### config.mk
export PLATFORM = sky130hd
export DESIGN_NAME = taac_ctrl
export DESIGN_NICKNAME = d
export VERILOG_FILES = /design/src/common/taac_pkg.sv /design/src/core/taac_ctrl.sv /design/src/core/taac_alarm_merge.sv /design/src/core/taac_trib_insert.sv
export VERILOG_INCLUDE_DIRS = /design/src /design/src/common
export SDC_FILE = /design/constraint.sdc
export NUM_CORES = 1
export LEC_CHECK = 0
export BUFFER_PORTS_ARGS = -buffer_cell sky130_fd_sc_hd__buf_2
export CORE_ASPECT_RATIO = 0.5
export CORE_MARGIN = 1.5
export CORE_UTILIZATION = 50
export CTS_BUF_LIST = sky130_fd_sc_hd__clkbuf_4
export CTS_CLUSTER_DIAMETER = 30
export CTS_CLUSTER_SIZE = 12
export DETAILED_ROUTE_END_ITERATION = 12
export GPL_ROUTABILITY_DRIVEN = 0
export PLACE_DENSITY = 0.83
export SLEW_MARGIN = 20
export SYNTH_ARGS = -nofsm -noshare
export SYNTH_HDL_FRONTEND = slang
export SYNTH_HIERARCHICAL = 1
export SYNTH_SLANG_ARGS = --single-unit
### constraint.sdc
create_clock -name clk_i -period 3.8 [get_ports clk_i]
set_input_delay 0.76 -clock clk_i [delete_from_list [all_inputs] [get_ports clk_i]]
set_output_delay 0.76 -clock clk_i [all_outputs]
set_load 0.02 [all_outputs]
### src/common/taac_params.svh
`ifndef TAAC_PARAMS_SVH
`define TAAC_PARAMS_SVH
// ----------------------------------------
// register offsets
// ----------------------------------------
`define TAAC_AUXILIARY_REMOTE_DEFECT_OFS 8'h12
`define TAAC_PDI_OFS 8'h13
`define TAAC_MISC_OFS 8'h14
`define TAAC_UNIT1_OFS 8'h20
`define TAAC_UNIT2_OFS 8'h40
`define TAAC_UNIT3_OFS 8'h60
// ----------------------------------------
// auxiliary rdi control fields
// ----------------------------------------
`define TAAC_AUXILIARY_REMOTE_DEFECT_TIU 0
`define TAAC_AUXILIARY_REMOTE_DEFECT_TIM 1
`define TAAC_AUXILIARY_REMOTE_DEFECT_PSLU 2
`define TAAC_AUXILIARY_REMOTE_DEFECT_PSLM 3
`define TAAC_AUXILIARY_REMOTE_DEFECT_UNEQ 4
`define TAAC_AUXILIARY_REMOTE_DEFECT_NOAIS 5
`define TAAC_AUXILIARY_REMOTE_DEFECT_NOLOP 6
`define TAAC_AUXILIARY_REMOTE_DEFECT_NOLOM 7
// ----------------------------------------
// path defect control fields
// ----------------------------------------
`define TAAC_PDI_LABEL 3
`define TAAC_PDI_UNEQ 4
`define TAAC_PDI_AIS 5
`define TAAC_PDI_LOP 6
`define TAAC_PDI_WMASK 8'h78
// ----------------------------------------
// per-tributary fields
// ----------------------------------------
`define TAAC_CFG_AIS 0
`define TAAC_CFG_IDLE 1
`define TAAC_CFG_POINTER_DIAGNOSTIC_INVERT 2
`define TAAC_CFG_ALARM_INTERRUPT_ENABLE 3
`define TAAC_CFG_POINTER_LOSS_STATUS 4
`define TAAC_CFG_PF 5
`define TAAC_CFG_GRP_LO 6
`define TAAC_CFG_WMASK 8'hEF
// ----------------------------------------
// local misc register fields
// ----------------------------------------
`define TAAC_MISC_IDLE_CODE_SELECT 0
`define TAAC_MISC_TU3 1
`define TAAC_MISC_WMASK 8'h0F
// ----------------------------------------
// reset values and codes
// ----------------------------------------
`define TAAC_AUXILIARY_REMOTE_DEFECT_RST 8'hE0
`define TAAC_PDI_RST 8'h00
`define TAAC_CFG_RST 8'hC0
`define TAAC_MISC_RST 8'h00
`define TAAC_LABEL_PDI 3'h6
`define TAAC_LABEL_UNEQ 3'h0
`endif

### src/common/taac_pkg.sv
package taac_pkg;
	// tributary group layouts of the two-bit group field
	typedef enum logic [1:0] {
		TAAC_GRP_TU2 = 2'b00,
		TAAC_GRP_VT3 = 2'b01,
		TAAC_GRP_TU12 = 2'b10,
		TAAC_GRP_TU11 = 2'b11
	} taac_group_type;
endpackage

### src/core/taac_ctrl.sv
// Design decision made here: strobed register access.
`timescale 1ns/1ps
`include "taac_params.svh"
// Contract
// - trace unstable enable lets trace-unstable tributaries raise aux rdi.
// - trace mismatch enable lets trace-mismatch tributaries raise aux rdi.
// - label unstable enable gates aux rdi from label-unstable state.
// - label mismatch enable gates aux rdi from label-mismatch state.
// - unequipped enable gates aux rdi from unequipped state.
// - lop disable blocks aux rdi for tributaries in loss of pointer.
// - ais disable blocks aux rdi for tributaries in incoming ais.
// - lom disable blocks aux rdi for tributaries in loss of multiframe.
// - label pdi enable reports path pdi on pdi label code.
// - unequipped pdi enable reports path pdi on unequipped label code.
// - ais pdi enable reports path pdi while tributary is in ais.
// - lop pdi enable reports path pdi while tributary is in lop.
// - ais insertion without idle forces every tributary byte to ones.
// - idle replaces payload with idle code, zeroes v5, overrides ais.
// - diagnostic bit inverts new data flag unless ais insertion set.
// - alarm enable raises events on lop and ais entry and exit.
// - pointer loss status bit reads current loss of pointer state.
// - pointer follower mode collapses the fifo dead-zone.
// - group field selects tu2, vt3, tu12 or tu11; ignored in tu3.
// - each unit register controls its tu3 or tu1 of tug2 one.
module taac_ctrl
	import taac_pkg::*;
#(
	parameter int UNITS = 3
) (
	input wire logic clk_i,
	input wire logic rst_i,
	input wire logic [7:0] addr_i,
	input wire logic [7:0] wdata_i,
	input wire logic wr_i,
	input wire logic rd_i,
	output logic [7:0] rdata_o,
	input wire logic [UNITS-1:0] tiu_i,
	input wire logic [UNITS-1:0] tim_i,
	input wire logic [UNITS-1:0] pslu_i,
	input wire logic [UNITS-1:0] pslm_i,
	input wire logic [UNITS-1:0] uneq_i,
	input wire logic [UNITS-1:0] ais_i,
	input wire logic [UNITS-1:0] lop_i,
	input wire logic [UNITS-1:0] lom_i,
	input wire logic [UNITS-1:0][2:0] label_i,
	input wire logic [UNITS-1:0][7:0] trib_data_i,
	input wire logic [UNITS-1:0] trib_v5_i,
	input wire logic [UNITS-1:0] trib_valid_i,
	output logic [UNITS-1:0][7:0] trib_data_o,
	output logic [UNITS-1:0] trib_valid_o,
	output logic [UNITS-1:0] auxiliary_remote_defect_o,
	output logic [UNITS-1:0] path_defect_report_o,
	output logic [UNITS-1:0] new_data_flag_invert_o,
	output logic [UNITS-1:0] pointer_follower_enable_o,
	output logic [UNITS-1:0][1:0] group_config_o,
	output logic [UNITS-1:0][2:0] active_tu_count_o,
	output logic [UNITS-1:0] tu3_mode_o,
	output logic [UNITS-1:0] alarm_event_o
);
	// ----------------------------------------
	// state
	// ----------------------------------------
	typedef struct packed {
		logic [7:0] auxiliary_remote_defect_ctl;
		logic [7:0] pdi_ctl;
		logic [7:0] misc;
		logic [UNITS-1:0][7:0] unit_cfg;
		logic [7:0] rdata;
		logic [UNITS-1:0] lop_prev;
		logic [UNITS-1:0] ais_prev;
		logic [UNITS-1:0] aux_rdi;
		logic [UNITS-1:0] pdi;
		logic [UNITS-1:0] ndf_inv;
		logic [UNITS-1:0] event_pulse;
		logic [UNITS-1:0][2:0] tu_count;
	} taac_core_state_type;

	taac_core_state_type state_reg;
	taac_core_state_type state_next;
	logic [UNITS-1:0] aux_rdi_comb;
	logic [UNITS-1:0] pdi_comb;

	// ----------------------------------------
	// address decode
	// ----------------------------------------
	// returns unit index plus one, zero when not a unit register
	function automatic logic [1:0] unit_hit(input logic [7:0] a);
		unit_hit = 2'h0;
		case (a)
			`TAAC_UNIT1_OFS: unit_hit = 2'h1;
			`TAAC_UNIT2_OFS: unit_hit = 2'h2;
			`TAAC_UNIT3_OFS: unit_hit = 2'h3;
			default: unit_hit = 2'h0;
		endcase
	endfunction

	// active tributaries per group layout
	function automatic logic [2:0] tu_count(input logic [1:0] g);
		case (taac_group_type'(g))
			TAAC_GRP_TU2: tu_count = 3'h1;
			TAAC_GRP_VT3: tu_count = 3'h2;
			TAAC_GRP_TU12: tu_count = 3'h3;
			TAAC_GRP_TU11: tu_count = 3'h4;
			default: tu_count = 3'h1;
		endcase
	endfunction

	// ----------------------------------------
	// per-unit alarm merge and byte insertion
	// ----------------------------------------
	for (genvar u = 0; u < UNITS; u++) begin : g_unit
		logic [7:0] cfg;
		assign cfg = state_reg.unit_cfg[u];

		taac_alarm_merge u_merge (
			.auxiliary_remote_defect_ctl_i(state_reg.auxiliary_remote_defect_ctl),
			.pdi_ctl_i(state_reg.pdi_ctl),
			.tiu_i(tiu_i[u]),
			.tim_i(tim_i[u]),
			.pslu_i(pslu_i[u]),
			.pslm_i(pslm_i[u]),
			.uneq_i(uneq_i[u]),
			.ais_i(ais_i[u]),
			.lop_i(lop_i[u]),
			.lom_i(lom_i[u]),
			.label_i(label_i[u]),
			.aux_rdi_o(aux_rdi_comb[u]),
			.pdi_o(pdi_comb[u])
		);

		// each instance serves the tributary of its own unit register
		taac_trib_insert u_insert (
			.clk_i(clk_i),
			.rst_i(rst_i),
			.data_i(trib_data_i[u]),
			.v5_i(trib_v5_i[u]),
			.valid_i(trib_valid_i[u]),
			.ais_en_i(cfg[`TAAC_CFG_AIS]),
			.idle_en_i(cfg[`TAAC_CFG_IDLE]),
			.idle_code_i(state_reg.misc[`TAAC_MISC_IDLE_CODE_SELECT]),
			.data_o(trib_data_o[u]),
			.valid_o(trib_valid_o[u])
		);
	end

	// ----------------------------------------
	// next state
	// ----------------------------------------
	always_comb begin
		logic [1:0] whit;
		logic [1:0] rhit;
		logic [7:0] rd_val;
		logic [1:0] grp;
		logic tu3;
		whit = unit_hit(addr_i);
		rhit = unit_hit(addr_i);
		rd_val = 8'h00;
		grp = 2'h0;
		tu3 = 1'b0;
		state_next = state_reg;

		// register writes; read-only and unused bits are masked to zero
		if (wr_i) begin
			case (addr_i)
				`TAAC_AUXILIARY_REMOTE_DEFECT_OFS: state_next.auxiliary_remote_defect_ctl = wdata_i;
				`TAAC_PDI_OFS: state_next.pdi_ctl =
					wdata_i & `TAAC_PDI_WMASK;
				`TAAC_MISC_OFS: state_next.misc =
					wdata_i & `TAAC_MISC_WMASK;
				default: begin
					if (whit != 2'h0 && 32'(whit) <= UNITS) begin
						state_next.unit_cfg[whit - 2'h1] =
							wdata_i & `TAAC_CFG_WMASK;
					end
				end
			endcase
		end

		// read mux; unmapped addresses read zero
		case (addr_i)
			`TAAC_AUXILIARY_REMOTE_DEFECT_OFS: rd_val = state_reg.auxiliary_remote_defect_ctl;
			`TAAC_PDI_OFS: rd_val = state_reg.pdi_ctl;
			`TAAC_MISC_OFS: rd_val = state_reg.misc;
			default: begin
				if (rhit != 2'h0 && 32'(rhit) <= UNITS) begin
					rd_val = state_reg.unit_cfg[rhit - 2'h1];
					// live loss of pointer status
					rd_val[`TAAC_CFG_POINTER_LOSS_STATUS] =
						lop_i[rhit - 2'h1];
				end
			end
		endcase
		// data stand only in the cycle after the read strobe
		state_next.rdata = rd_i ? rd_val : 8'h00;

		// per-unit status and derived controls
		for (int u = 0; u < UNITS; u++) begin
			tu3 = state_reg.misc[`TAAC_MISC_TU3 + u];
			grp = state_reg.unit_cfg[u][`TAAC_CFG_GRP_LO +: 2];
			state_next.aux_rdi[u] = aux_rdi_comb[u];
			state_next.pdi[u] = pdi_comb[u];
			// ais insertion masks the diagnostic inversion
			state_next.ndf_inv[u] =
				state_reg.unit_cfg[u][`TAAC_CFG_POINTER_DIAGNOSTIC_INVERT]
				& ~state_reg.unit_cfg[u][`TAAC_CFG_AIS];
			// tu3 carries one tributary, group layout is ignored
			state_next.tu_count[u] =
				tu3 ? 3'h1 : tu_count(grp);
			// entry or exit of lop or ais, masked by alarm enable
			state_next.event_pulse[u] =
				state_reg.unit_cfg[u][`TAAC_CFG_ALARM_INTERRUPT_ENABLE]
				& ((lop_i[u] ^ state_reg.lop_prev[u])
				| (ais_i[u] ^ state_reg.ais_prev[u]));
			state_next.lop_prev[u] = lop_i[u];
			state_next.ais_prev[u] = ais_i[u];
		end
	end

	// ----------------------------------------
	// state register
	// ----------------------------------------
	// prev samples reset low, but alarm enable resets low too, so a tributary
	// already in lop at release gives no entry event; accepted to keep reset simple
	always_ff @(posedge clk_i or posedge rst_i) begin
		if (rst_i) begin
			state_reg <= '0;
			state_reg.auxiliary_remote_defect_ctl <= `TAAC_AUXILIARY_REMOTE_DEFECT_RST;
			state_reg.pdi_ctl <= `TAAC_PDI_RST;
			state_reg.misc <= `TAAC_MISC_RST;
			state_reg.unit_cfg <= {UNITS{`TAAC_CFG_RST}};
			state_reg.tu_count <= {UNITS{3'h4}};
		end else begin
			state_reg <= state_next;
		end
	end

	// ----------------------------------------
	// outputs
	// ----------------------------------------
	assign rdata_o = state_reg.rdata;
	assign auxiliary_remote_defect_o = state_reg.aux_rdi;
	assign path_defect_report_o = state_reg.pdi;
	assign new_data_flag_invert_o = state_reg.ndf_inv;
	assign alarm_event_o = state_reg.event_pulse;
	assign active_tu_count_o = state_reg.tu_count;
	assign tu3_mode_o = state_reg.misc[`TAAC_MISC_TU3 +: UNITS];

	// static controls straight from the unit registers
	for (genvar u = 0; u < UNITS; u++) begin : g_out
		// the pointer generator collapses its dead-zone on this
		assign pointer_follower_enable_o[u] =
			state_reg.unit_cfg[u][`TAAC_CFG_PF];
		assign group_config_o[u] =
			state_reg.unit_cfg[u][`TAAC_CFG_GRP_LO +: 2];
	end
endmodule // taac_ctrl

### src/core/taac_alarm_merge.sv
`timescale 1ns/1ps
`include "taac_params.svh"
module taac_alarm_merge
	import taac_pkg::*;
(
	input wire logic [7:0] auxiliary_remote_defect_ctl_i,
	input wire logic [7:0] pdi_ctl_i,
	input wire logic tiu_i,
	input wire logic tim_i,
	input wire logic pslu_i,
	input wire logic pslm_i,
	input wire logic uneq_i,
	input wire logic ais_i,
	input wire logic lop_i,
	input wire logic lom_i,
	input wire logic [2:0] label_i,
	output logic aux_rdi_o,
	output logic pdi_o
);
	logic cause;
	logic veto;
	// ----------------------------------------
	// auxiliary rdi: enabled causes, vetoed by disables
	// ----------------------------------------
	assign cause = (auxiliary_remote_defect_ctl_i[`TAAC_AUXILIARY_REMOTE_DEFECT_TIU] & tiu_i)
		| (auxiliary_remote_defect_ctl_i[`TAAC_AUXILIARY_REMOTE_DEFECT_TIM] & tim_i)
		| (auxiliary_remote_defect_ctl_i[`TAAC_AUXILIARY_REMOTE_DEFECT_PSLU] & pslu_i)
		| (auxiliary_remote_defect_ctl_i[`TAAC_AUXILIARY_REMOTE_DEFECT_PSLM] & pslm_i)
		| (auxiliary_remote_defect_ctl_i[`TAAC_AUXILIARY_REMOTE_DEFECT_UNEQ] & uneq_i);
	assign veto = (auxiliary_remote_defect_ctl_i[`TAAC_AUXILIARY_REMOTE_DEFECT_NOLOP] & lop_i)
		| (auxiliary_remote_defect_ctl_i[`TAAC_AUXILIARY_REMOTE_DEFECT_NOAIS] & ais_i)
		| (auxiliary_remote_defect_ctl_i[`TAAC_AUXILIARY_REMOTE_DEFECT_NOLOM] & lom_i);
	assign aux_rdi_o = cause & ~veto;
	// ----------------------------------------
	// path defect report
	// ----------------------------------------
	assign pdi_o = (pdi_ctl_i[`TAAC_PDI_LABEL]
			& (label_i == `TAAC_LABEL_PDI))
		| (pdi_ctl_i[`TAAC_PDI_UNEQ]
			& (label_i == `TAAC_LABEL_UNEQ))
		| (pdi_ctl_i[`TAAC_PDI_AIS] & ais_i)
		| (pdi_ctl_i[`TAAC_PDI_LOP] & lop_i);
endmodule // taac_alarm_merge

### src/core/taac_trib_insert.sv
`timescale 1ns/1ps
`include "taac_params.svh"
module taac_trib_insert
	import taac_pkg::*;
(
	input wire logic clk_i,
	input wire logic rst_i,
	input wire logic [7:0] data_i,
	input wire logic v5_i,
	input wire logic valid_i,
	input wire logic ais_en_i,
	input wire logic idle_en_i,
	input wire logic idle_code_i,
	output logic [7:0] data_o,
	output logic valid_o
);
	typedef struct packed {
		logic [7:0] data;
		logic valid;
	} taac_ins_state_type;
	taac_ins_state_type state_reg;
	taac_ins_state_type state_next;
	// ----------------------------------------
	// byte replacement, idle beats ais
	// ----------------------------------------
	always_comb begin
		state_next = state_reg;
		state_next.valid = valid_i;
		if (idle_en_i) begin
			if (v5_i) begin
				state_next.data = 8'h00;
			end else begin
				state_next.data = {8{idle_code_i}};
			end
		end else if (ais_en_i) begin
			state_next.data = 8'hFF;
		end else begin
			state_next.data = data_i;
		end
	end
	// one stage so the output byte comes from a flop
	always_ff @(posedge clk_i or posedge rst_i) begin
		if (rst_i) begin
			state_reg <= '0;
		end else begin
			state_reg <= state_next;
		end
	end
	assign data_o = state_reg.data;
	assign valid_o = state_reg.valid;
endmodule // taac_trib_insert

==> flow_summary.json <==
{
  "cts_setup_buffers": 0,
  "post-dp-hpwl_mm": 8.24,
  "antenna_cells": 0,
  "cp-start-kind": "primary input",
  "die_w_um": 141,
  "max_freq_ghz": 0.379,
  "path_clk_slew_ns": 0.14,
  "clkSinkCount": 99,
  "ctsHoldBuffers": 0,
  "grtUsageTotal_pct": 22.5,
  "largest_register_ffs": 24,
  "leakagePower_nw": 2.70,
  "port_buffers": 150,
  "syn2layout_area_growth_pct": 12.5,
  "final-setup-viol-count": 0,
  "remaining_drc_errors": 0,
  "clockRootBuffer": "clkbuf_4",
  "gr-total-overflow": 0,
  "die-area_um2": 10100,
  "fin_nets": 591,
  "dr.pass1.iters": 5,
  "postRouteAntennaNets": 0,
  "clkLatencyLatePin_ns": 0.43,
  "endpoint_kind": "flip-flop",
  "dp_slack_ns": 0.759,
  "rsz0062_at_grt": "no",
  "required_ns": 4.15,
  "grt_pass1_wl_mm": 17.5,
  "drv_cap": 0,
  "drive_gt1_share_pct": 46.0,
  "critical_path_arrival_ns": 2.99,
  "viasPerCell": 5.45,
  "die_h_um": 71.9,
  "setup_tns_ns": 0,
  "ys.warnings.count": 6,
  "hold_viol_final": 0,
  "syn_inst": 393,
  "synth.avg_cell_area_um2": 12.1,
  "worst_pin_slew_ns": 0.799,
  "dr_total_vias": 3364,
  "final_common_cell": "buf_2",
  "start_util_pct": 53.0,
  "hp-class": "primary input to async pin",
  "status": "completed",
  "finalMaxSlewViolations": 0,
  "final.period_utilization_pct": 69.4,
  "grt_pass1_vias": 3319,
  "fin_skew_ns": 0.0128,
  "htree_levels": 3,
  "pin_count": 151,
  "antenna_found_initial": 0,
  "layout_common_cells": "150 x buf_2, 87 x dfrtp_1, 41 x mux2_2",
  "worst_ir_drop_vdd_mv": 0.175,
  "wire_per_inst_um": 17.5,
  "slew_headroom_pct": 46.7,
  "dr.first_iter.drc_count": 328,
  "cts_buffers": 9,
  "grt_max_degree": 39,
  "period_needed_ns": 2.64,
  "syn_nets": 489,
  "core_um2": 8950,
  "setup_slack_ns": 1.16,
  "routed_wl_mm": 10.8,
  "p_per_area_nw_per_um2": 346,
  "synth_area_um2": 4740,
  "post_cts_resize_count": 0,
  "cts_tree": "yes",
  "critPathMaxFanout": 15,
  "rows": 24,
  "cts_buffer_depth": 2,
  "crit_type": "primary input to flip-flop"
}
==> worst paths after layout <==
kind                                        from                            to  slack, ns  cells past startpoint
worst min-delay path                       rst_i  g_unit[2].u_insert/data_o[0]       0.32                      2
max in group asynchronous                  rst_i                 state_reg[80]       2.54                      3
min in group clk_i               trib_valid_i[2]    g_unit[2].u_insert/valid_o       0.44                      1
worst max-delay path                   addr_i[0]                    rdata_o[4]       1.16                      9
worst max register to register  g_unit[1].cfg[6]          active_tu_count_o[3]       2.44                      3
worst min register to register     tu3_mode_o[0]          active_tu_count_o[2]       0.50                      1
==> worst max-delay path, stage by stage <==
cell and delay (ns):
buf_2 0.17, nor4_1 0.38, nand3_1 0.12, buf_4 0.21, inv_1 0.10, ha_1 0.52, mux2i_1 0.19, or3_1 0.34
a31oi_1 0.18
==> layer usage <==
layer / share of wire, % / global-route usage, % / vias to the layer above
li1: - / - / 1556
met1: 45 / 29.8 / 1653
met2: 48 / 37.7 / 140
met3: 5.9 / 5.15 / 15
met4: 1.4 / 6.94 / 0
met5: 0 / 0 / -
==> final cells by class <==
cell class / instances / area, um^2
Tap cell: 117 / 146
Sequential cell: 99 / 2490
Fill cell: 736 / 3610
Clock inverter: 5 / 53.8
Clock buffer: 11 / 82.6
Inverter: 12 / 45.0
Timing Repair Buffer: 152 / 778
Multi-Input combinational cell: 221 / 1740
==> report_power, final <==
group | leakage, nW | switching [W] | internal, W | total [W]
combinational | 1.39 | 0.000117 | 0.0000815 | 0.000199
clock | 0.0705 | 0.000325 | 0.000213 | 0.000538
sequential | 1.24 | 0.0000211 | 0.00109 | 0.00111
==> metrics by stage <==
| step | power, W | hold slack [ns] | cell area [um^2] | utilization [%] | cells |
|---|---|---|---|---|---|
| after CTS | 0.00187 | 0.299 | 5340 | 59.6 | 617 |
| after global routing | 0.00193 | 0.307 | 5340 | 59.6 | 617 |
| after global placement | 0.00132 | 0.477 | 5200 | 58.1 | 601 |
| after floorplan | 0.00123 | 0.435 | 4740 | - | 393 |
| after detailed placement | 0.00133 | 0.483 | 5200 | 58.1 | 601 |
| final | 0.00185 | 0.323 | 5340 | 59.6 | 617 |
Power figures use the tool's default switching activity.
